**src/core/rop_map.vh**
```
// Opcode patterns, field positions and reset values for the return/option decoder
`ifndef ROP_MAP_VH
`define ROP_MAP_VH
`define ROP_OP_RET_IRQ    14'h0009
`define ROP_OP_LOAD_OPT   14'h0062
`define ROP_RETLIT_MASK   14'h3c00
`define ROP_RETLIT_PAT    14'h3400
`define ROP_LIT_HI        7
`define ROP_LIT_LO        0
`define ROP_OPT_RESET     8'hff
`define ROP_W_RESET       8'h00
`define ROP_PC_RESET      13'h0000
`define ROP_IRQ_EN_RESET  1'b0
`define ROP_SP_RESET      3'h0
`define ROP_STACK_RESET   13'h0000
`define ROP_RDATA_IDLE    8'h00
`define ROP_STATUS_RESET  3'h0
`define ROP_OPT_ADDR      7'h01
`define ROP_STACK_DEPTH   8
`define ROP_FLUSH_CYCLES  2'h1
`endif

```
**src/core/rop_core.v**
```verilog
// Decoder and executor for interrupt return, option load and literal return
`include "rop_map.vh"
module rop_core (
    input  wire        ref_clk,
    input  wire        reset_n,
    input  wire        instr_valid,
    input  wire [13:0] instr_word,
    input  wire        push_valid,
    input  wire [12:0] push_addr,
    input  wire [12:0] pc_seq,
    input  wire        file_wr,
    input  wire        file_rd,
    input  wire [6:0]  file_addr,
    input  wire [7:0]  file_wdata,
    input  wire        w_wr,
    input  wire [7:0]  w_wdata,
    input  wire        irq_take,
    input  wire [2:0]  status_in,
    output reg  [12:0] pc_out,
    output reg  [7:0]  w_out,
    output reg  [7:0]  option_out,
    output reg  [7:0]  file_rdata,
    output reg         global_irq_enable,
    output reg         discard_fetch,
    output reg  [2:0]  status_out
);

// -------------------------------------------------------------
// Decode helpers
// -------------------------------------------------------------
function is_ret_lit;
    input [13:0] iw;
    begin
        is_ret_lit = ((iw & `ROP_RETLIT_MASK) == `ROP_RETLIT_PAT);
    end
endfunction

function is_opt_addr;
    input [6:0] addr;
    begin
        is_opt_addr = (addr == `ROP_OPT_ADDR);
    end
endfunction

// Wrap-around step of the stack pointer, shared by push and pop
function [2:0] ptr_step;
    input [2:0] ptr;
    input       up;
    begin
        if (up) begin
            ptr_step = ptr + 3'h1;
        end else begin
            ptr_step = ptr - 3'h1;
        end
    end
endfunction

// -------------------------------------------------------------
// Instruction decode
// -------------------------------------------------------------
localparam [0:0] ST_EXEC  = 1'b0;
localparam [0:0] ST_FLUSH = 1'b1;

reg  [0:0]  state_reg;
wire        in_flush                 = (state_reg == ST_FLUSH);
// Word fetched behind a return is dropped, never executed
wire        exec_ok                  = instr_valid & ~in_flush;
wire        return_from_interrupt_op = exec_ok & (instr_word == `ROP_OP_RET_IRQ);
wire        load_option_op           = exec_ok & (instr_word == `ROP_OP_LOAD_OPT);
wire        return_with_literal_op   = exec_ok & is_ret_lit(instr_word);
wire [7:0]  literal_val              = instr_word[`ROP_LIT_HI:`ROP_LIT_LO];
wire        pop_op                   = return_from_interrupt_op | return_with_literal_op;
wire        opt_write                = file_wr & is_opt_addr(file_addr);
wire        opt_read                 = file_rd & is_opt_addr(file_addr);

// -------------------------------------------------------------
// Return stack
// -------------------------------------------------------------
reg  [12:0] stack_mem [0:`ROP_STACK_DEPTH-1];
reg  [2:0]  sp_reg;
reg  [2:0]  sp_next;
reg         push_ok;
wire [2:0]  sp_top          = ptr_step(sp_reg, 1'b0);
wire [2:0]  sp_up           = ptr_step(sp_reg, 1'b1);
wire [12:0] stack_top_entry = stack_mem[sp_top];
integer     i;

// Pop wins over a push in the same cycle; the push is dropped
always @* begin
    sp_next = sp_reg;
    push_ok = 1'b0;
    if (pop_op) begin
        sp_next = sp_top;
    end else if (push_valid) begin
        sp_next = sp_up;
        push_ok = 1'b1;
    end
end

always @(posedge ref_clk or negedge reset_n) begin
    if (!reset_n) begin
        sp_reg <= `ROP_SP_RESET;
        for (i = 0; i < `ROP_STACK_DEPTH; i = i + 1) begin
            stack_mem[i] <= `ROP_STACK_RESET;
        end
    end else begin
        sp_reg <= sp_next;
        if (push_ok) begin
            stack_mem[sp_reg] <= push_addr;
        end
    end
end

// -------------------------------------------------------------
// Two-cycle return sequencing
// -------------------------------------------------------------
reg [0:0] state_next;
reg [1:0] flush_cnt_reg;
reg [1:0] flush_cnt_next;

always @* begin
    state_next     = state_reg;
    flush_cnt_next = flush_cnt_reg;
    case (state_reg)
        ST_EXEC: begin
            if (pop_op) begin
                state_next     = ST_FLUSH;
                flush_cnt_next = `ROP_FLUSH_CYCLES;
            end
        end
        ST_FLUSH: begin
            if (flush_cnt_reg > 2'h1) begin
                flush_cnt_next = flush_cnt_reg - 2'h1;
            end else begin
                state_next     = ST_EXEC;
                flush_cnt_next = 2'h0;
            end
        end
        default: begin
            state_next     = ST_EXEC;
            flush_cnt_next = 2'h0;
        end
    endcase
end

always @(posedge ref_clk or negedge reset_n) begin
    if (!reset_n) begin
        state_reg     <= ST_EXEC;
        flush_cnt_reg <= 2'h0;
    end else begin
        state_reg     <= state_next;
        flush_cnt_reg <= flush_cnt_next;
    end
end

// -------------------------------------------------------------
// Next values of the visible registers
// -------------------------------------------------------------
reg [12:0] pc_next;
reg        discard_next;
reg        irq_en_next;
reg [7:0]  w_next;
reg [7:0]  option_next;
reg [7:0]  rdata_next;
reg [2:0]  status_next;

// Program counter follows the core unless a return redirects it
always @* begin
    pc_next      = pc_seq;
    discard_next = 1'b0;
    if (pop_op) begin
        pc_next      = stack_top_entry;
        discard_next = 1'b1;
    end
end

// Set by interrupt return wins over a same-cycle clear
always @* begin
    irq_en_next = global_irq_enable;
    if (return_from_interrupt_op) begin
        irq_en_next = 1'b1;
    end else if (irq_take) begin
        irq_en_next = 1'b0;
    end
end

always @* begin
    w_next = w_out;
    if (return_with_literal_op) begin
        w_next = literal_val;
    end else if (w_wr) begin
        w_next = w_wdata;
    end
end

// Opcode load wins over a same-cycle file write
always @* begin
    option_next = option_out;
    if (load_option_op) begin
        option_next = w_out;
    end else if (opt_write) begin
        option_next = file_wdata;
    end
end

always @* begin
    rdata_next = `ROP_RDATA_IDLE;
    if (opt_read) begin
        rdata_next = option_out;
    end
end

// Flags of other instructions pass through untouched
always @* begin
    status_next = status_in;
end

// -------------------------------------------------------------
// Output registers
// -------------------------------------------------------------
always @(posedge ref_clk or negedge reset_n) begin
    if (!reset_n) begin
        pc_out            <= `ROP_PC_RESET;
        w_out             <= `ROP_W_RESET;
        option_out        <= `ROP_OPT_RESET;
        file_rdata        <= `ROP_RDATA_IDLE;
        global_irq_enable <= `ROP_IRQ_EN_RESET;
        discard_fetch     <= 1'b0;
        status_out        <= `ROP_STATUS_RESET;
    end else begin
        pc_out            <= pc_next;
        w_out             <= w_next;
        option_out        <= option_next;
        file_rdata        <= rdata_next;
        global_irq_enable <= irq_en_next;
        discard_fetch     <= discard_next;
        status_out        <= status_next;
    end
end

endmodule

```
**config.mk**
```make
export PLATFORM = sky130hd
export DESIGN_NAME = rop_core
export DESIGN_NICKNAME = d
export VERILOG_FILES = /design/src/core/rop_core.v
export VERILOG_INCLUDE_DIRS = /design/src /design/src/core
export SDC_FILE = /design/constraint.sdc
export NUM_CORES = 1
export LEC_CHECK = 0
export ABC_AREA = 1
export BUFFER_PORTS_ARGS = -buffer_cell sky130_fd_sc_hd__buf_4
export CAP_MARGIN = 20
export CORE_MARGIN = 2
export CORE_UTILIZATION = 51
export CTS_BUF_LIST = sky130_fd_sc_hd__clkbuf_4
export CTS_CLUSTER_DIAMETER = 150
export DETAILED_ROUTE_END_ITERATION = 10
export PLACE_DENSITY_LB_ADDON = 0.1
export SYNTH_ARGS = -nofsm -noshare
export SYNTH_HDL_FRONTEND = slang
export SYNTH_SLANG_ARGS = --single-unit
```
**constraint.sdc**
```tcl
create_clock -name ref_clk -period 6.29 [get_ports ref_clk]
set_input_delay 0.629 -clock ref_clk [delete_from_list [all_inputs] [get_ports ref_clk]]
set_output_delay 0.629 -clock ref_clk [all_outputs]
set_load 0.05 [all_outputs]
```
==> out/results.txt, run 1 <==
Status = finished clean
Min Hold Slack = 92.5 ps
Post-CTS Resized = 0
DRC viols = 0
Post-synthesis mux area share = 0%
Total of max-cap violations = 0
Top-level I/O count = 116
Largest registers = stack_mem: 104 flops, pc_out: 13 flops
GPL Wtd Cong = 0.852
Setup crit end kind = flop
Buffers on Ports = 115
Inserted Diodes = 0
Global route total overflow = 0
Chip width = 124 um
Hold Fails Final Rpt = 0
Drt total wl = 21300 um
Final clock skew = 17.0 ps
Number of synthesized flops with an enable pin = 0
Compound-gate portion of the synthesized area = 5.60%
FMAX = 273 MHz
Post-Synthesis Cells = 916
CTS H-tree lvls = 4
TritonRoute pass-1 iters = 5
Class of the worst hold path = input port to async pin
Sink Count = 152
First-pass GRT wire length = 34500 um
Clock Tree Root = clkbuf_4
Yosys top cell by area = dfrtp_1
Synth-to-Final Area Change = 15.5%
Total core area = 14000 um^2
CTS buffer count = 17
Maximum fanout along the worst path = 59
RSZ-0062 raised after global routing = false
Peak supply drop = 0.000213 V
Synth Register Bits = 152
Initial antenna violation count = 0
Setup CP Type = flop to flop
Share of layout cells above drive strength 1 = 18.0%
Setup TNS Final = 0 ps
Post-layout nets = 1052
Clock latency on the worst-skew pair = 570 ps
Largest family of logic cells by synthesized area = simple AND/OR/NAND/NOR gates
Initial Util = 52.7%
Top post-synthesis cells by area = dfrtp_1 49%, nand2_1 13%, nand4_1 9.8%, nor2_1 5.7%, nand3_1 3.8%
Fin crit share = 58.2%
GRT Resource Usage Total = 28.0%
Routed Antenna Nets = 0
Yosys warning count = 0
Max reg flops = 104
CP required = 6790 ps
TritonCTS clock tree = yes
Ys async rst share = 100%
Most used DFF post-synth = dfrtp_1
Routed len/inst = 18.2 um
Routed vias/inst = 5.76
Net Count, Synth = 992
CP Launch Type = flop
Share of the synthesized area in the top cell type = 48.9%
Post-DP HPWL = 14000 um
1st-iter DRT viols = 751
Seq/Total Area, Yosys = 51.7%
# setup viols final = 0
Std-Cell Rows = 43
Reg2Reg Depth = 10
Full die area = 15400 um^2
Post-synthesis cell area = 7380 um^2
Arr. time, crit path = 4160 ps
Hold buffers post-CTS = 0
Post-Synth XOR/XNOR Area = 0.237%
Vias in the first global route = 6221
Post-CTS Setup Repair Bufs = 0
Reg with most FFs = stack_mem
Clock slew at reported path FFs = 120 ps
Cell variety after synth = 25
Slew @ Worst Pin = 1080 ps
Minimum clock period after layout = 3660 ps
Syn Area/Cell = 8.05 um^2
Fin. max-slew vios = 0
Pwr dens = 407 nW/um^2
Via count = 6733
Post-synthesis adder-cell area fraction = 0.339%
Fillers = 1248
Slew Limit Headroom = 28.1%
Synth Area in Simple Gates = 36.1%
Pin count of the biggest net entering global routing = 90
Max clock buf depth = 2
Leak pwr = 0.00423 uW
Die Ht = 124 um
[per-layer routing]
metal,vias up,routed length [um],track usage (%)
li1,3201,-,-
met1,3174,9770,43.6
met2,333,9220,39.7
met3,25,2050,5.84
met4,0,265,7.47
met5,-,0,0
[cell usage after synthesis (all sizes together) (2+ instances only)]
cell	instances
buf	29
nor3	8
dfstp	8
o211ai	16
a21oi	2
inv	26
nand2	262
ha	2
nand3b	21
nand4	116
clkbuf	53
dfrtp	144
xor2	2
nor2	113
nand3	56
o21ai	55
or2	2
[final cells by class]
class                      instances  area [um^2]  area share, %
tap                              180          225           2.64
sequential                       152         3810           44.8
multi-input combinational        656         3130           36.8
clock inverter                    13          179           2.10
inverter                          26         97.6           1.15
timing repair buffer             123          927           10.9
clock buffer                      19          143           1.67
[worst max-delay path, stage by stage (launching register included)]
cell and delay, ps:
dfrtp_2 1090, inv_1 90, buf_4 350, ha_1 890
buf_4 330, inv_1 250, nor2_1 170, o21ai_0 110
nand3b_1 130, nand3_1 80, nand2_1 70
[placed cells by master, fill, tap and decap left out, types with 2 or more instances in the layout]
master / Yosys / final
buf_4: 0 / 122
inv_2: 4 / 4
clkinv_4: 0 / 2
nand2_1: 261 / 261
xor2_1: 2 / 2
nand4_1: 116 / 116
o21ai_0: 55 / 55
ha_1: 2 / 2
clkinvlp_4: 0 / 3
clkbuf_4: 0 / 19
inv_1: 22 / 22
dfrtp_1: 144 / 143
dfstp_2: 8 / 8
nor2_1: 112 / 112
clkinv_2: 0 / 3
o211ai_1: 16 / 16
nand3b_1: 21 / 21
bufinv_16: 0 / 4
nand3_1: 56 / 56
nor3_2: 7 / 7
[path summary, 6_finish.rpt]
| path | startpoint | end | slack, ps |
|---|---|---|---|
| max | sp_reg[0] | pc_out[6] | 2630 |
| min | reset_n | discard_fetch | 90 |
| max reg2reg | sp_reg[0] | pc_out[6] | 2630 |
| min reg2reg | option_out[5] | file_rdata[5] | 490 |
| max in group asynchronous | reset_n | sp_reg[0] | 4790 |
| min in group ref_clk | status_in[0] | status_out[0] | 170 |
[through the flow]
step	total power [uW]	setup WS [ps]	instances	instance area, um^2	util, %
finish	3470	2630	1169	8520	60.9
global route	3710	2360	1169	8520	60.9
CTS	3460	2690	1169	8520	60.9
detailed placement	2790	2750	1137	8200	58.6
global placement	2760	2850	1137	8200	58.6
floorplan	2390	4150	916	7380	-
[where the power goes]
part	switching, uW	total (uW)	internal [uW]
clock network	349	670	321
logic	798	1240	441
registers	233	1560	1330
total	1380	3470	2090
[logic make-up (layout without fill, tap and decap cells)]
family | after synthesis | after routing
xor+xnor | 2 | 2
fa+ha+maj | 2 | 2
buf+inv | 108 | 181
flops | 152 | 152
compound gates | 74 | 74
simple gates | 578 | 578
Power figures use the tool's default switching activity.
==> inputs of run 2 (changes only) <==
==> constraint.sdc (replaced) <==
create_clock -name ref_clk -period 3.6 [get_ports ref_clk]
set_input_delay 0.36 -clock ref_clk [delete_from_list [all_inputs] [get_ports ref_clk]]
set_output_delay 0.36 -clock ref_clk [all_outputs]
set_load 0.05 [all_outputs]
==> run 2 against run 1 <==
  * Non-clock buffer count grew 30
  * Cell count increased by 2.6%
  * Clock skew up 1.3 ps
  * Routed wire length is 7.9% higher
  * Sequential cell count stayed put
==> out/results.txt, run 2 (synthesis gave the netlist of run 1 again) <==
Status = finished clean
Hold Fails Final Rpt = 0
DRC viols = 0
Initial Util = 52.7%
Minimum clock period after layout = 2810 ps
Clock group share of total power = 15.3%
Total of max-cap violations = 0
Buffers on Ports = 115
Via count = 7118
Global route total overflow = 0
TritonCTS clock tree = yes
Vias in the first global route = 6654
Fin. max-slew vios = 0
Maximum fanout along the worst path = 58
Initial antenna violation count = 0
Setup CP Type = flop to flop
R2r setup slk = 790 ps
Min-delay src = pc_seq[11]
Top-level I/O count = 116
Commonest non-fill, non-tap cell in the layout = nand2_1
Worst Hold Depth = 3
First-pass GRT wire length = 36800 um
CP Launch Type = flop
Share of layout cells above drive strength 1 = 17.7%
Max reg flops = 104
Inserted Diodes = 0
CP Cell Sequence = buf_4 > nor3_2 > nand4_1 > nand2_1 > nand2_1
Setup TNS Final = 0 ps
Min Hold Slack = 46.3 ps
Post-layout nets = 1082
Full die area = 15400 um^2
Total core area = 14000 um^2
Sink Count = 152
1st-iter DRT viols = 805
Slew Limit Headroom = 32.3%
Largest registers = stack_mem: 104 flops, pc_out: 13 flops
Peak supply drop = 0.000379 V
Worst R2R Start = sp_reg[0]
Final clock skew = 18.3 ps
Routed vias/inst = 5.94
GPL Wtd Cong = 0.865
CTS buffer count = 17
Routed Antenna Nets = 0
Sw Share = 41.1%
Reg with most FFs = stack_mem
Chip width = 124 um
Pwr dens = 670 nW/um^2
Synth-to-Final Area Change = 18.3%
Gate power share = 38.3%
Slew @ Worst Pin = 1010 ps
CP max stage delay = 900 ps
Arr. time, crit path = 3260 ps
Max clock buf depth = 2
RSZ-0062 raised after global routing = false
Clock slew at reported path FFs = 110 ps
Drt total wl = 23000 um
RR Endpoint = stack_mem[18]
GRT Resource Usage Total = 29.9%
CP most frequent cell = nand2_1
Routed len/inst = 19.2 um
Setup crit end kind = flop
Clock Tree Root = clkbuf_4
Critical path's slowest cell = nor3_2
Endpoint, Worst Hold = pc_out[11]
Clock latency on the worst-skew pair = 560 ps
TritonRoute pass-1 iters = 6
Die Ht = 124 um
Commonest non-fill, non-tap cells in the layout = 261 x nand2_1, 143 x dfrtp_1, 125 x buf_4
Class of the worst hold path = input port to flop
# setup viols final = 0
Sw Pwr = 2400 uW
Fin crit share = 78.1%
Std-Cell Rows = 43
Pin count of the biggest net entering global routing = 122
CTS H-tree lvls = 4
Post-DP HPWL = 14800 um
Register share of total power = 46.3%
Reg2Reg Depth = 5
CP required = 4050 ps
Internal power = 3450 uW
Leak pwr = 0.00434 uW
FMAX = 356 MHz
==> run 2: changes by cell type in the layout (fill, tap and decap cells not counted), sizes merged <==
cell | previous run | this run
clkbuf | 19 | 25
dlygate4sd3 | 0 | 25
bufinv | 4 | 0
buf | 123 | 128
clkinvlp | 3 | 1
==> run 2: final cells by class <==
type,count,area [um^2]
Clock buffer,25,188
Clock inverter,7,32.5
Fill cell,1261,5260
Inverter,26,97.6
Multi-Input combinational cell,656,3130
Sequential cell,152,3810
Tap cell,180,225
Timing Repair Buffer,153,1240
==> run 2: timing repair <==
item	4_1_cts	5_1_grt
hold endpoints to repair	102	0
hold buffers	25	0
buffers inserted	0	0
resized for setup	0	0
==> run 2: worst max-delay path by stage <==
stage	startpoint	end	cells past startpoint
after global placement	sp_reg[0]	stack_mem[13]	5
after global routing	sp_reg[0]	stack_mem[25]	5
after detailed placement	sp_reg[0]	stack_mem[24]	5
after floorplan	sp_reg[0]	pc_out[7]	11
after CTS	sp_reg[0]	stack_mem[14]	5
final	sp_reg[0]	stack_mem[18]	5
==> run 2: metal layers <==
layer | vias to the layer above | part of all wire (%) | GRT usage (%)
met4 | 0 | 2.4 | 10.3
met3 | 41 | 9.7 | 7.86
met5 | - | 0 | 0
li1 | 3272 | - | -
met1 | 3410 | 44 | 44.1
met2 | 395 | 43 | 42.9
==> run 2: power by group through the flow <==
stage / clock network [uW] / registers, uW / logic, uW
final: 896 / 2710 / 2240
after detailed placement: 0 / 2720 / 2180
after global placement: 0 / 2720 / 2160
after CTS: 918 / 2690 / 2220
after global routing: 988 / 2770 / 2510
after floorplan: 0 / 2710 / 1470
==> run 2: critical path: cells and delay by family, from the launching register on <==
kind,cells,cell delay (ps)
buffers and inverters,1,320
flip-flops,1,410
AND/OR/NAND/NOR,4,1970
==> run 2: through the flow <==
| stage | utilization, % | std cells | cell area (um^2) | worst slack (ps) | total power [uW] |
|---|---|---|---|---|---|
| detailed placement | 59.0 | 1142 | 8260 | 836 | 4910 |
| global route | 62.4 | 1199 | 8730 | 640 | 6270 |
| finish | 62.4 | 1199 | 8730 | 787 | 5850 |
| global placement | 59.0 | 1142 | 8260 | 821 | 4880 |
| floorplan | - | 916 | 7380 | 1460 | 4170 |
| CTS | 62.4 | 1199 | 8730 | 824 | 5830 |
==> inputs of run 3 (changes only) <==
--- a/config.mk
+++ b/config.mk
@@ -6,7 +6,7 @@
 export SDC_FILE = /design/constraint.sdc
 export NUM_CORES = 1
 export LEC_CHECK = 0
-export ABC_AREA = 1
+export ABC_AREA = 0
 export BUFFER_PORTS_ARGS = -buffer_cell sky130_fd_sc_hd__buf_4
 export CAP_MARGIN = 20
 export CORE_MARGIN = 2
==> constraint.sdc (replaced) <==
create_clock -name ref_clk -period 2.67 [get_ports ref_clk]
set_input_delay 0.267 -clock ref_clk [delete_from_list [all_inputs] [get_ports ref_clk]]
set_output_delay 0.267 -clock ref_clk [all_outputs]
set_load 0.05 [all_outputs]
==> run 3 against run 2 <==
  * Utilization rose by 4.5 points
  * Via count fell by 31%
  * Global-route usage fell by 4.7 points
  * Sequential share of layout area fell by 0.65 points
  * Die area fell by 6.1%
  * Count of clock-buffer cells in the layout fell by 7
  * Sequential cell count did not move
  * Critical path depth rose by 1
  * Worst hold slack got worse by 24 ps
  * Maximum frequency rose by 15%
  * Routed wire length fell by 26%
  * Register-to-register slack got worse by 570 ps
  * Critical path type unchanged
  * Largest cell class unchanged
  * Largest power group is now combinational logic
==> out/results.txt, run 3 <==
Fin crit share = 92.0%
Cell variety after synth = 44
Share of the synthesized area in the top cell type = 52.2%
Slew @ Worst Pin = 946 ps
Chip width = 120 um
Minimum clock period after layout = 2460 ps
Global route total overflow = 0
Met3 GRT Util = 5.57%
Maximum fanout along the worst path = 9
Buffers on Ports = 115
Arr. time, crit path = 2900 ps
Area of the multi-input gates = 2930 um^2
Initial Util = 52.2%
Slew Limit Headroom = 36.8%
Total core area = 13200 um^2
Yosys top cell by area = dfrtp_1
Final clock skew = 14.9 ps
Reg with most FFs = stack_mem
Design area = 8860 um^2
Post-DP HPWL = 11100 um
Commonest non-fill, non-tap cells in the layout = 144 x dfrtp_1, 138 x buf_4, 103 x mux2_2
Clock latency on the worst-skew pair = 560 ps
Top-count cell post-synth = dfrtp_1
Placed instance area = 8040 um^2
Yosys warning count = 0
Most used DFF post-synth = dfrtp_1
Vias in the first global route = 5297
Clock Tree Root = clkbuf_4
Peak supply drop = 0.000636 V
Post-layout nets = 768
DRC viols = 0
Routed Antenna Nets = 0
GPL Wtd Cong = 0.812
Fillers = 1045
Setup CP Type = flop to flop
Pwr dens = 1020 nW/um^2
Share of layout cells above drive strength 1 = 42.2%
Commonest non-fill, non-tap cell in the layout = dfrtp_1
Die Ht = 120 um
Status = finished clean
Net Count, Synth = 588
Min Hold Slack = 22.2 ps
GRT Resource Usage Total = 25.2%
Max reg flops = 104
Top-level I/O count = 116
CTS H-tree lvls = 4
Top cells by count, synth = 144 x dfrtp_1, 103 x mux2_2, 43 x mux2_1
Post-synthesis cell area = 6910 um^2
Syn Area/Cell = 13.5 um^2
Seq/Total Area, Yosys = 55.2%
R2r setup slk = 210 ps
FF/Latch Area = 3810 um^2
CP Launch Type = flop
Post-CTS Setup Repair Bufs = 0
Full die area = 14500 um^2
Via count = 4923
TritonCTS clock tree = yes
# setup viols final = 0
Setup crit end kind = flop
Pin count of the biggest net entering global routing = 76
Sink Count = 152
Number of synthesized flops with an enable pin = 0
Inserted Diodes = 0
Setup TNS Final = 0 ps
Ys async rst share = 100%
FMAX = 407 MHz
Class of the worst hold path = input port to flop
Largest registers = stack_mem: 104 flops, pc_out: 13 flops
Total of max-cap violations = 0
Post-Synthesis Cells = 512
Synth-to-Final Area Change = 28.2%
TritonRoute pass-1 iters = 4
Top post-synthesis cells by area = dfrtp_1 52%, mux2_2 17%, mux2_1 7.0%, dfstp_2 3.0%, o22ai_1 2.4%
Met2 GRT Util = 41.0%
Std-Cell Rows = 42
First-pass GRT wire length = 27900 um
1st-iter DRT viols = 219
Routed vias/inst = 5.60
Top Usage Layer GRT = met2
Fin. max-slew vios = 0
Initial antenna violation count = 0
Synth Register Bits = 152
CTS buffer count = 17
RSZ-0062 raised after global routing = false
Leak pwr = 0.00405 uW
Met1 Resource Use GR = 33.4%
Routed len/inst = 19.4 um
Max clock buf depth = 2
Drt total wl = 17000 um
Hold Fails Final Rpt = 0
Clock slew at reported path FFs = 120 ps
CP required = 3110 ps
==> run 3: changes by cell type in the layout (fill, tap and decap cells not counted), sizes merged, moves of 40 or more <==
cell,delta
o21ai,-44
nand2,-244
nor2,-109
mux2,+156
nand4,-111
nand3,-40
==> run 3: final cells by class <==
class	instances	area share (%)
flip-flops and latches	152	43.1
clock inverters	12	1.79
well taps	176	2.49
multi-input cells	325	33.0
inverters	4	0.170
clock buffers	18	1.53
repair buffers	192	17.9
==> run 3: final timing paths <==
| check | from | endpoint | cells past startpoint |
|---|---|---|---|
| setup / recovery | in_flush | stack_mem[87] | 6 |
| hold / removal | w_wdata[0] | w_out[0] | 3 |
| setup reg to reg | in_flush | stack_mem[87] | 6 |
| hold reg to reg | stack_mem[20] | stack_mem[20] | 1 |
| max in group asynchronous | reset_n | stack_mem[75] | 3 |
| min in group asynchronous | reset_n | file_rdata[0] | 2 |
==> run 3: critical path: stages (launching register included) <==
cell and delay, ps:
dfrtp_1 460, or3b_1 180, nor2_2 80, buf_4 150
nor4b_2 750, buf_4 350, mux2_2 360
==> run 3: kinds of logic after synthesis <==
| family | synth area share (%) |
|---|---|
| AOI/OAI and AO/OA | 5.60 |
| xor gates and xnor gates | 0.380 |
| adders and majority gates | 0.362 |
| buffers and inverters | 2.46 |
| DFF | 55.2 |
| muxes | 28.3 |
| and+or+nand+nor | 7.70 |
==> run 3: stage by stage <==
step / setup slack, ps / std cells / total power (uW) / utilization [%]
after global placement: 224 / 797 / 7380 / 60.7
after detailed placement: 239 / 797 / 7510 / 60.7
final: 214 / 879 / 9040 / 66.9
after CTS: 229 / 878 / 9090 / 66.8
after floorplan: 539 / 512 / 6460 / -
after global routing: 93.2 / 879 / 9600 / 66.9
==> run 3: metal layers <==
layer  up-vias  routed length [um]
met5         -                   0
li1       2261                   -
met4         0                 295
met2       137                8300
met3        27                 880
met1      2498                7570
==> run 3: where the power goes <==
part	internal [uW]	switching [uW]
sequential	3170	452
clock	727	779
combinational	2120	1800
==> run 3: timing repair <==
item                      in CTS  in global routing
hold endpoints to repair     204                  1
hold buffers                  51                  1
gates resized for setup        0                  0
